## src/hdl/gpc_pkg.sv

```systemverilog
package gpc_pkg;
	localparam logic [15:0] CFG_ADDR = 16'h403D;
	localparam logic [15:0] IRQ_STAT_ADDR = 16'h4040;
	localparam logic [15:0] IRQ_MASK_ADDR = 16'h4041;
	localparam logic [15:0] PIN_STAT_ADDR = 16'h4042;
	localparam int DIR_BIT = 15;
	localparam int PULL_HI = 14;
	localparam int PULL_LO = 13;
	localparam int MODE_BIT = 12;
	localparam int DOM_BIT = 11;
	localparam int POL_BIT = 10;
	localparam int OD_BIT = 9;
	localparam int ENA_BIT = 7;
	localparam int FN_HI = 3;
	localparam logic [15:0] CFG_RESET = 16'hA400;
	localparam logic [15:0] CFG_WMASK = 16'hFE8F;
	localparam logic [1:0] PULL_NONE = 2'h0;
	localparam logic [1:0] PULL_DOWN = 2'h1;
	localparam logic [1:0] PULL_UP = 2'h2;
	localparam int CLK_HZ = 20_000_000;
	localparam int LONG_DB_US = 20_000;
	localparam int SHORT_DB_US = 100;
	localparam int LONG_DB_CYC = LONG_DB_US * (CLK_HZ / 1_000_000);
	localparam int SHORT_DB_CYC = SHORT_DB_US * (CLK_HZ / 1_000_000);
	typedef enum logic [3:0] {
		FN_GPIO_LONG = 4'h0, FN_GPIO = 4'h1, FN_ONOFF = 4'h2, FN_SLPWAKE = 4'h3,
		FN_SLPWAKE_LONG = 4'h4, FN_SLEEP = 4'h5, FN_PWRON = 4'h6, FN_WDOG = 4'h7,
		FN_VS1 = 4'h8, FN_VS2 = 4'h9, FN_HWEN1 = 4'hA, FN_HWEN2 = 4'hB,
		FN_HWCTL1 = 4'hC, FN_HWCTL2 = 4'hD, FN_HWCTL1_LONG = 4'hE, FN_HWCTL2_LONG = 4'hF
	} gpc_fn_t;
	localparam int N_IN = 16;
	localparam int N_OUT = 16;
endpackage : gpc_pkg

```

## src/hdl/gpc_debounce.sv

```systemverilog
`timescale 1ns/1ps
`default_nettype none
module gpc_debounce #(
	parameter int LONG_CYC = 400_000,
	parameter int SHORT_CYC = 2_000
) (
	input wire logic clk,
	input wire logic rst_b,
	input wire logic ce,
	input wire logic din,
	input wire logic long_sel,
	output logic dout
);
	localparam int CW = $clog2(LONG_CYC + 1);
	initial begin
		if (LONG_CYC < 1 || SHORT_CYC < 1 || SHORT_CYC > LONG_CYC)
			$error("gpc_debounce: bad filter lengths");
	end
	logic [CW-1:0] cnt_r;
	logic dout_r;
	wire [CW-1:0] limit = long_sel ? CW'(LONG_CYC) : CW'(SHORT_CYC);
	wire differ = din != dout_r;
	wire done = cnt_r >= limit - CW'(1);
	// a level must hold for the whole window; any bounce restarts it
	always_ff @(posedge clk) begin
		if (!rst_b) begin
			cnt_r <= '0;
			dout_r <= 1'b0;
		end else if (ce) begin
			cnt_r <= (differ && !done) ? cnt_r + CW'(1) : '0;
			if (differ && done)
				dout_r <= din;
		end
	end
	assign dout = dout_r;
endmodule : gpc_debounce
`default_nettype wire

```

## src/hdl/gpc_pin_ctrl.sv

```systemverilog
// Contract
// RULE1: enable 0 tristates pin; else direction bit 0 output, 1 input.
// RULE2: bits 14:13 pick bias: none, pull-down default, pull-up, 11 reserved.
// RULE3: mode 0 interrupts on one edge: rising if polarity 1, else falling.
// RULE4: mode 1 interrupts on both pin edges.
// RULE5: polarity 0 inverts pin active-low; 1 non-inverted, default.
// RULE6: driver bit 0 push-pull, 1 open-drain.
// RULE7: domain bit 0 digital buffer supply, 1 alternate pin supply.
// RULE8: input code 0 plain input long debounce, code 1 without.
// RULE9: input codes 2-6 power on/off, sleep/wake, long sleep/wake, sleep, power-on.
// RULE10: input code 7 watchdog reset, 8 and 9 voltage-scaling selects.
// RULE11: input codes 10-15 hardware enables, controls, long-debounced controls.
// RULE12: output code 0 register level, code 1 32.768kHz clock. Code 0 reads cfg bit 4, which the write mask holds at 0.
// RULE13: output codes 2-4 on, sleep, state-change indicators; 5-7 reserved.
// RULE14: output codes 8-9 scaling done flags, 10-11 external power enables.
// RULE15: output codes 12-15 supply good, power good, 2MHz clock, aux reset.
// RULE16: debounce lengths are parameters; filter precedes edge detect and routing.
// RULE17: detected edge leaves as a one-cycle event for interrupt collection.
//
// The implementer's own choice: the plain strobed port.
`timescale 1ns/1ps
`default_nettype none
module gpc_pin_ctrl #(
	parameter int LONG_DB_CYC = gpc_pkg::LONG_DB_CYC,
	parameter int SHORT_DB_CYC = gpc_pkg::SHORT_DB_CYC
) (
	input wire logic clk,
	input wire logic rst_b,
	input wire logic ce,
	input wire logic [15:0] addr,
	input wire logic [15:0] wdata,
	input wire logic wr,
	input wire logic rd,
	output logic [15:0] rdata,
	input wire logic pin_in,
	output logic pin_out,
	output logic pin_oe_b,
	output logic pull_up_en,
	output logic pull_down_en,
	output logic supply_domain_sel,
	input wire logic [gpc_pkg::N_OUT-1:0] int_src,
	output logic [gpc_pkg::N_IN-1:0] int_dst,
	output logic pin_edge,
	output logic irq
);
	// int_src bit n is the internal signal for output code n (bits 0 and 5-7 unused)
	// int_dst bit n is the internal input for input code n (bits 0,1 also driven)
	initial begin
		if (LONG_DB_CYC < 1 || SHORT_DB_CYC < 1)
			$error("gpc_pin_ctrl: debounce counts must be positive");
	end

	logic [15:0] cfg_r;
	logic [15:0] cfg_nxt;
	logic [1:0] sync_r;
	logic filt_d_r;
	logic [gpc_pkg::N_OUT-1:0] src_r;
	logic [gpc_pkg::N_IN-1:0] dst_r;
	logic pin_out_r;
	logic pin_oe_b_r;
	logic pu_r;
	logic pd_r;
	logic dom_r;
	logic edge_r;
	logic stat_r;
	logic mask_r;
	logic irq_r;
	logic [15:0] rdata_r;
	logic filt;

	wire pin_enable = cfg_r[gpc_pkg::ENA_BIT];
	wire pin_direction_select = cfg_r[gpc_pkg::DIR_BIT];
	wire [1:0] bias_resistor_select = cfg_r[gpc_pkg::PULL_HI:gpc_pkg::PULL_LO];
	wire edge_interrupt_mode = cfg_r[gpc_pkg::MODE_BIT];
	wire supply_domain_select = cfg_r[gpc_pkg::DOM_BIT];
	wire pin_polarity_select = cfg_r[gpc_pkg::POL_BIT];
	wire driver_type_select = cfg_r[gpc_pkg::OD_BIT];
	wire [3:0] pin_function_code = cfg_r[gpc_pkg::FN_HI:0];
	wire is_output = pin_enable && !pin_direction_select; // [RULE1]
	wire is_input = pin_enable && pin_direction_select; // [RULE1]

	// polarity maps electrical level onto logical assertion
	wire logic_level = pin_polarity_select ? filt : !filt; // [RULE5]

	// bus decode
	wire hit_cfg = addr == gpc_pkg::CFG_ADDR;
	wire hit_stat = addr == gpc_pkg::IRQ_STAT_ADDR;
	wire hit_mask = addr == gpc_pkg::IRQ_MASK_ADDR;
	wire hit_pin = addr == gpc_pkg::PIN_STAT_ADDR;
	assign cfg_nxt = (wr && hit_cfg) ? (wdata & gpc_pkg::CFG_WMASK) : cfg_r;
	wire [15:0] rd_mux = hit_cfg ? cfg_r :
		hit_stat ? {15'h0000, stat_r} :
		hit_mask ? {15'h0000, mask_r} :
		hit_pin ? {15'h0000, logic_level} : 16'h0000;

	// long filter for codes 0, 4, 14, 15; short filter otherwise
	wire long_sel = pin_function_code == gpc_pkg::FN_GPIO_LONG ||
		pin_function_code == gpc_pkg::FN_SLPWAKE_LONG ||
		pin_function_code == gpc_pkg::FN_HWCTL1_LONG ||
		pin_function_code == gpc_pkg::FN_HWCTL2_LONG; // [RULE8] [RULE9] [RULE11]

	gpc_debounce #(
		.LONG_CYC(LONG_DB_CYC),
		.SHORT_CYC(SHORT_DB_CYC)
	) u_db (
		.clk(clk),
		.rst_b(rst_b),
		.ce(ce),
		.din(sync_r[1]),
		.long_sel(long_sel),
		.dout(filt)
	); // [RULE16]

	wire rise = filt && !filt_d_r;
	wire fall = !filt && filt_d_r;
	wire edge_single = pin_polarity_select ? rise : fall; // [RULE3]
	wire edge_both = rise || fall; // [RULE4]
	wire edge_det = is_input && (edge_interrupt_mode ? edge_both : edge_single);

	// routed inputs, one-hot on the code
	logic [gpc_pkg::N_IN-1:0] dst_nxt;
	genvar gi;
	generate
		for (gi = 0; gi < gpc_pkg::N_IN; gi++) begin : g_dst
			assign dst_nxt[gi] = is_input && pin_function_code == 4'(gi) &&
				logic_level; // [RULE9] [RULE10] [RULE11]
		end
	endgenerate

	// output function select; reserved codes 5-7 drive inactive
	wire reserved_fn = pin_function_code >= 4'h5 && pin_function_code <= 4'h7; // [RULE13]
	wire func_level = pin_function_code == 4'h0 ? cfg_r[4] :
		reserved_fn ? 1'b0 : src_r[pin_function_code]; // [RULE12] [RULE13] [RULE14] [RULE15]
	wire drive_level = pin_polarity_select ? func_level : !func_level; // [RULE5]
	// open drain only sinks; high is released to the pull
	wire oe_b_nxt = !is_output ||
		(driver_type_select && drive_level); // [RULE1] [RULE6]
	wire out_nxt = driver_type_select ? 1'b0 : drive_level; // [RULE6]

	wire stat_nxt = edge_det || (stat_r && !(rd && hit_stat));

	always_ff @(posedge clk) begin
		if (!rst_b) begin
			cfg_r <= gpc_pkg::CFG_RESET;
			sync_r <= 2'h0;
			filt_d_r <= 1'b0;
			src_r <= '0;
			dst_r <= '0;
			pin_out_r <= 1'b0;
			pin_oe_b_r <= 1'b1;
			pu_r <= 1'b0;
			pd_r <= 1'b1;
			dom_r <= 1'b0;
			edge_r <= 1'b0;
			stat_r <= 1'b0;
			mask_r <= 1'b0;
			irq_r <= 1'b0;
			rdata_r <= 16'h0000;
		end else if (ce) begin
			cfg_r <= cfg_nxt;
			sync_r <= {sync_r[0], pin_in};
			filt_d_r <= filt;
			src_r <= int_src;
			dst_r <= dst_nxt;
			pin_out_r <= out_nxt;
			pin_oe_b_r <= oe_b_nxt;
			pu_r <= bias_resistor_select == gpc_pkg::PULL_UP; // [RULE2]
			pd_r <= bias_resistor_select == gpc_pkg::PULL_DOWN; // [RULE2]
			dom_r <= supply_domain_select; // [RULE7]
			edge_r <= edge_det; // [RULE17]
			stat_r <= stat_nxt;
			if (wr && hit_mask)
				mask_r <= wdata[0];
			irq_r <= stat_nxt && mask_r;
			rdata_r <= rd ? rd_mux : 16'h0000;
		end
	end

	assign rdata = rdata_r;
	assign pin_out = pin_out_r;
	assign pin_oe_b = pin_oe_b_r;
	assign pull_up_en = pu_r;
	assign pull_down_en = pd_r;
	assign supply_domain_sel = dom_r;
	assign int_dst = dst_r;
	assign pin_edge = edge_r;
	assign irq = irq_r;
endmodule : gpc_pin_ctrl
`default_nettype wire

```

## config.mk

```make
export PLATFORM = sky130hd
export DESIGN_NAME = gpc_pin_ctrl
export DESIGN_NICKNAME = d
export VERILOG_FILES = /design/src/hdl/gpc_pkg.sv /design/src/hdl/gpc_debounce.sv /design/src/hdl/gpc_pin_ctrl.sv
export SDC_FILE = /design/constraint.sdc
export NUM_CORES = 1
export LEC_CHECK = 0
export ABC_AREA = 1
export BUFFER_PORTS_ARGS = -buffer_cell sky130_fd_sc_hd__buf_2
export CAP_MARGIN = 20
export CELL_PAD_IN_SITES_DETAIL_PLACEMENT = 1
export CELL_PAD_IN_SITES_GLOBAL_PLACEMENT = 2
export CORE_AREA = 2 2 125 127
export CTS_BUF_LIST = sky130_fd_sc_hd__clkbuf_8
export CTS_CLUSTER_DIAMETER = 80
export DETAILED_ROUTE_END_ITERATION = 12
export DIE_AREA = 0 0 127 129
export PLACE_DENSITY_LB_ADDON = 0.1
export SLEW_MARGIN = 30
export SYNTH_ARGS = -nofsm -noshare
export SYNTH_HDL_FRONTEND = slang
export SYNTH_HIERARCHICAL = 1
export SYNTH_SLANG_ARGS = --single-unit
```

## constraint.sdc

```tcl
create_clock -name clk -period 2.13 [get_ports clk]
set_input_delay 0.213 -clock clk [delete_from_list [all_inputs] [get_ports clk]]
set_output_delay 0.213 -clock clk [all_outputs]
set_load 0.02 [all_outputs]
```

After elaboration in Yosys (flattened, before gate mapping). Index checks and enable logic that the tools add are counted.

Bits in registers: 92. Input bits: 54.

$add $sub $neg: 2. $lt $le $gt $ge: 4. Equal/unequal tests: 22. Multiplexer cells: 16. Reduce and logical (&&, ||, !) cells: 63.

Operators by type and width (number): 16-bit by 15-bit == test with 1-bit output (second input constant) (4); 1-bit logical AND (46); 19-bit 2-to-1 mux (2); 4-bit == test (second input constant) (8); 16-bit 2-to-1 mux (2); 19-bit by 1-bit adder with 19-bit output (second input constant) (1); 19-bit >= comparator (1); 19-bit by 1-bit subtractor with 19-bit output (second input constant) (1); 4-bit by 3-bit == test with 1-bit output (second input constant) (4); 1-bit 2-to-1 mux (11); 4-bit by 2-bit == test with 1-bit output (second input constant) (2); 1-bit logical NOT (7); 1-bit logical OR (6); 2-bit AND reduction (3); 4-bit by 5-bit less-than comparator with 1-bit output (second input constant) (1); 1-bit binary-select mux with 4-bit select (1); 4-bit by 1-bit == test with 1-bit output (second input constant) (1); 4-bit by 3-bit >= comparator with 1-bit output (second input constant) (1); 4-bit by 3-bit less-or-equal comparator with 1-bit output (second input constant) (1); 4-bit logical NOT (1); 2-bit by 1-bit == test with 1-bit output (second input constant) (1); 2-bit == test (second input constant) (1); 1-bit != test (1).

Longest topological paths before layout.
Word-level depth: 10. Gate-level depth with buffers: 18.

Modules after synthesis. The synthesis kept the hierarchy.

By module, submodules not included: gpc_pin_ctrl (times used 1, cells an instance 388, area an instance 2801.4 um^2); gpc_debounce (times used 1, cells an instance 191, area an instance 1315.0 um^2).

Worst setup path after synthesis. Ideal clock, no wire load.

Path kind: register to register. From: register cfg_r[0]. To: register u_db.cnt_r[9]. Library setup time: 0.117 ns. Data arrival time: 2.239 ns. Path slack: -0.226 ns. Cell stages (with the launch flop): 19. Cells stage by stage: dfxtp_1 buf_2 nor2_1 inv_1 a22oi_1 inv_1 ha_1 nand2_1 inv_1 nand2_1 nor2_1 nand2_1 nand2_1 nand2_1 nand4_1 nand2_1 nand2_2 buf_6 nor2_1.

Cells in the longest elaborated chain, start to end: 10. Elaborated cells on any way between the ends: 13. Those cells by class: add/sub: 1; order compare: 1; eq/ne: 3; mux: 2; reduce/logical: 6.

Ends and longest elaborated chain: from (decl) (line gpc_pin_ctrl.sv:53) `logic [15:0] cfg_r;`; from (signal assigned) (line gpc_pin_ctrl.sv:144) `cfg_r <= gpc_pkg::CFG_RESET;`; from (signal assigned) (line gpc_pin_ctrl.sv:160) `cfg_r <= cfg_nxt;`; 4-bit by 3-bit == test with 1-bit output or 4-bit logical NOT (tied branches) (line gpc_pin_ctrl.sv:98, gpc_pin_ctrl.sv:97); 1-bit logical OR (line gpc_pin_ctrl.sv:97) `wire long_sel = pin_function_code == gpc_pkg::FN_GPIO_LONG ||`; 1-bit logical OR (line gpc_pin_ctrl.sv:98) `pin_function_code == gpc_pkg::FN_SLPWAKE_LONG ||`; 1-bit logical OR * (line gpc_pin_ctrl.sv:99) `pin_function_code == gpc_pkg::FN_HWCTL1_LONG ||`; net long_sel (line gpc_pin_ctrl.sv:97); 19-bit 2-to-1 mux * (line gpc_debounce.sv:21) `wire [CW-1:0] limit = long_sel ? CW'(LONG_CYC) : CW'(SHORT_CYC);`; 19-bit by 1-bit subtractor with 19-bit output * (line gpc_debounce.sv:23) `wire done = cnt_r >= limit - CW'(1);`; 19-bit >= comparator * (line gpc_debounce.sv:23); 1-bit logical NOT * (line gpc_debounce.sv:30) `cnt_r <= (differ && !done) ? cnt_r + CW'(1) : '0;`; 1-bit logical AND * (line gpc_debounce.sv:30); 19-bit 2-to-1 mux * (line gpc_debounce.sv:30); to (signal assigned) (line gpc_debounce.sv:30); to (decl) (line gpc_debounce.sv:19) `logic [CW-1:0] cnt_r;`.

The timed path passes the listed nets; every way through them passes the cells marked *. A chain may end at the register's enable or synchronous reset.

Worst setup path after layout.
From: register cfg_r[1]. To: register u_db.cnt_r[15].

Same word-level chain as after synthesis.

==> key figures <==
Yosys
  – Synth cell count leaders: nand2_1 (136), dfxtp_1 (84), nor2_1 (74)
  – Number of flops mapped to enable cells by yosys: 0
  – Post-Synthesis Cells: 579
  – Most common cell in the synthesized netlist: nand2_1
  – Async set-reset flop share out of synthesis: 0%
  – Synth Flop Type: dfxtp_1
  – Synth cell types: 35
  – Leading area contributor after synthesis: dfxtp_1
  – Post-Syn Area per Cell: 7.11 um^2
  – Top post-synthesis cells by area: dfxtp_1 (41%), nand2_1 (12%), a21oi_1 (6.8%)
  – Post-synth top area share: 40.9%
  – FF+latch count, synth: 84
  – YS warnings: 6
  – Synthesized area: 0.00412 mm^2
  – Post-synthesis sequential area ratio: 40.9%

Worst setup path
  – CP max stage cell: dfxtp_4
  – Type of origin of the critical path: flip-flop
  – Crit path capture type: flip-flop
  – Data required, critical path: 2400 ps
  – WP data arrival: 2530 ps
  – Crit Path Category: reg2reg
  – Critical Path, Cell by Cell: nor2_4 > inv_2 > a22oi_2 > inv_4 > ha_4 > nand2_4 > nor2_4 > nand3b_1 > nand3_1 > nand2_1 > nand4_1 > nand2_2 > nand2_4 > buf_16 > nor2_2
  – Worst Path Max Fanout: 8
  – Critical Path Max Stage Delay: 370 ps

Detailed routing
  – 1st-iter DRT viols: 145
  – DRT antenna net count: 0
  – Highest Signal Layer: met5
  – Wl on met1: 5630 um
  – Drt pass-1 iters: 4
  – Metal3 WL: 466 um
  – Vias per inst: 4.61
  – DR vias: 4,038
  – DRC violations left: 0
  – Met2 WL post-DR: 6740 um
  – WL final: 13,000 um
  – Avg WL per Cell: 14.8 um

Global route
  – Vias in the first global route: 4,289
  – GRT overflow: 0
  – Largest net degree at the start of global routing: 27
  – Antenna violations before repair: 1
  – Total GRT Usage: 16.6%
  – Global-route wire length before repair: 21,200 um

STA
  – RSZ-0062 raised after global routing: yes
  – Final min period: 2260 ps
  – Skew final: 10.3 ps
  – Fmax: 443 MHz
  – Final period utilization: 106%
  – Final setup violation count: 20
  – Fin worst setup slack: -127 ps
  – Slew Limit Fails: 0
  – Final Hold Vio Count: 0

Clock tree
  – Hold-fix buffers, CTS: 0
  – Clock Path Buffers: 2
  – CTS Sinks: 84
  – Root buffer cell: clkbuf_8
  – Clock latency on the worst-skew pair: 380 ps
  – CTS tree: built
  – TritonCTS buffer count: 9
  – Clk pin slew, worst setup/hold paths: 90 ps
  – H-tree levels: 3

Run status
  – Failing checks: setup timing
  – Status: finished, violations left

Floorplan
  – Die area: 0.0164 mm^2
  – Chip Height: 129 um
  – Die X: 127 um
  – Num ports: 93
  – Starting density of the core: 27.5%
  – Row cnt: 45
  – Core area: 0.0150 mm^2

Layout
  – Area grow syn2layout: 30.4%
  – Register Area: 0.00169 mm^2
  – NumNets Final: 749
  – Filler cells: 1,894
  – Fraction of layout cells with a size suffix above 1: 29.5%
  – Area occupied by multi-input gates: 0.00225 mm^2
  – Diode count: 0
  – Post-Layout Cell Count: 876

Placed design
  – Dpl ws: -105 ps
  – DP HPWL: 9500 um
  – Final GP Congestion: 0.740
  – Inst Count DP: 847
  – IO Port Bufs: 80

Power
  – Pleak: 0.00239 uW
  – VDD IR max: 288 uV
  – Cell Pwr Density: 568 mW/mm^2

Job
  – Max Cap Violations: 0

Min path
  – HP Class: in2reg
-- report_power, final --
| part | switching (uW) | internal, uW | leakage, uW | total [uW] |
|---|---|---|---|---|
| clock network | 630 | 572 | 0.000100 | 1200 |
| logic | 147 | 96.2 | 0.00160 | 244 |
| registers | 10.9 | 1590 | 0.000684 | 1600 |
| total | 788 | 2260 | 0.00239 | 3050 |
-- cell usage in the layout (no fill, tap or decap), types with 2 or more instances in the layout --
| master | Yosys | layout |
|---|---|---|
| o21bai_1 | 2 | 2 |
| nor3_2 | 7 | 7 |
| nand4_1 | 7 | 7 |
| a21oi_1 | 56 | 54 |
| nor2_1 | 74 | 56 |
| o21ai_0 | 27 | 27 |
| nand2_2 | 3 | 8 |
| a21oi_2 | 0 | 2 |
| nand2_4 | 0 | 3 |
| clkbuf_8 | 0 | 10 |
| a211oi_2 | 6 | 6 |
| xor2_1 | 6 | 6 |
| inv_4 | 1 | 3 |
| nand3b_1 | 2 | 2 |
| dfxtp_4 | 0 | 2 |
| ha_4 | 0 | 7 |
| buf_2 | 2 | 80 |
| nor3_1 | 11 | 11 |
| inv_2 | 5 | 8 |
| buf_6 | 2 | 2 |
| clkinvlp_4 | 0 | 2 |
| inv_6 | 1 | 2 |
| nor2_2 | 2 | 17 |
| nor2_4 | 0 | 3 |
| buf_4 | 5 | 29 |
| buf_16 | 0 | 2 |
| nand2_1 | 136 | 128 |
| nand3_1 | 39 | 37 |
| ha_1 | 12 | 5 |
| xnor2_1 | 4 | 4 |
| dfxtp_1 | 84 | 81 |
| conb_1 | 1 | 4 |
| inv_1 | 61 | 57 |
-- state kept, by name, summed over array words and instances (netlist names) --
signal,flops
cfg_r,12
irq,1
int_dst,16
pin_out,1
pin_edge,1
mask_r,1
filt_d_r,1
rdata,12
supply_domain_sel,1
stat_r,1
sync_r,2
pull_up_en,1
u_db/cnt_r,19
pin_oe_b,1
u_db/dout,1
src_r,12
pull_down_en,1
-- final timing paths --
check	from	endpoint	slack (ps)	depth (start not counted)
min	wdata[15]	cfg_r[15]	50	3
max reg2reg	cfg_r[1]	u_db/cnt_r[15]	-130	15
max	cfg_r[1]	u_db/cnt_r[15]	-130	15
min reg2reg	src_r[10]	src_r[10]	460	2
-- cell type report --
cell class | count | share of cell area [%]
Clock buffer | 10 | 2.56
Timing Repair Buffer | 114 | 13.3
Tap cell | 188 | 4.38
Multi-Input combinational cell | 405 | 42.0
Sequential cell | 84 | 31.5
Inverter | 69 | 5.06
Clock inverter | 6 | 1.17
-- worst max-delay path, delay by kind of cell (launching register included) --
family / cells / cell delay, ps
buffers and inverters: 3 / 330
AO/OA/AOI/OAI: 1 / 260
flip-flops: 1 / 370
AND/OR/NAND/NOR: 10 / 890
adder cells (fa/ha/maj): 1 / 300
-- routing by layer --
| layer | vias up | track usage (%) |
|---|---|---|
| li1 | 2057 | - |
| met1 | 1910 | 19.2 |
| met2 | 56 | 30.3 |
| met3 | 13 | 4.41 |
| met4 | 2 | 4.46 |
| met5 | - | 0 |
-- cell families (layout without fill, tap and decap cells) --
kind of cell | after synthesis | count (layout) | share of synthesized area, %
AOI/OAI and AO/OA | 94 | 94 | 12.8
xor gates and xnor gates | 11 | 11 | 2.52
adders and majority gates | 12 | 12 | 3.65
buffers and inverters | 93 | 199 | 9.82
DFF | 84 | 84 | 40.9
muxes | 1 | 1 | 0.243
other | 1 | 4 | 0.0911
and+or+nand+nor | 283 | 283 | 30.0
-- stage by stage --
step                      hold slack (ps)  instance area (um^2)  setup TNS (ps)  power [uW]  util, %
after floorplan                       334                  4200            -189        1760        -
after global placement                437                  4860            -206        1850     32.5
after detailed placement              443                  4860           -1670        1860     32.5
after CTS                            27.2                  5270           -1430        3090     35.2
after global routing                 41.7                  5370           -6070        3180     35.8
final                                54.2                  5370           -2270        3050     35.8
-- timing repair --
action	CTS	global route
buffers inserted	12	3
resized for setup	20	30
pin swaps	14	10
endpoints found under the setup margin	20	24
gates cloned	2	0
Power figures use the tool's default switching activity.
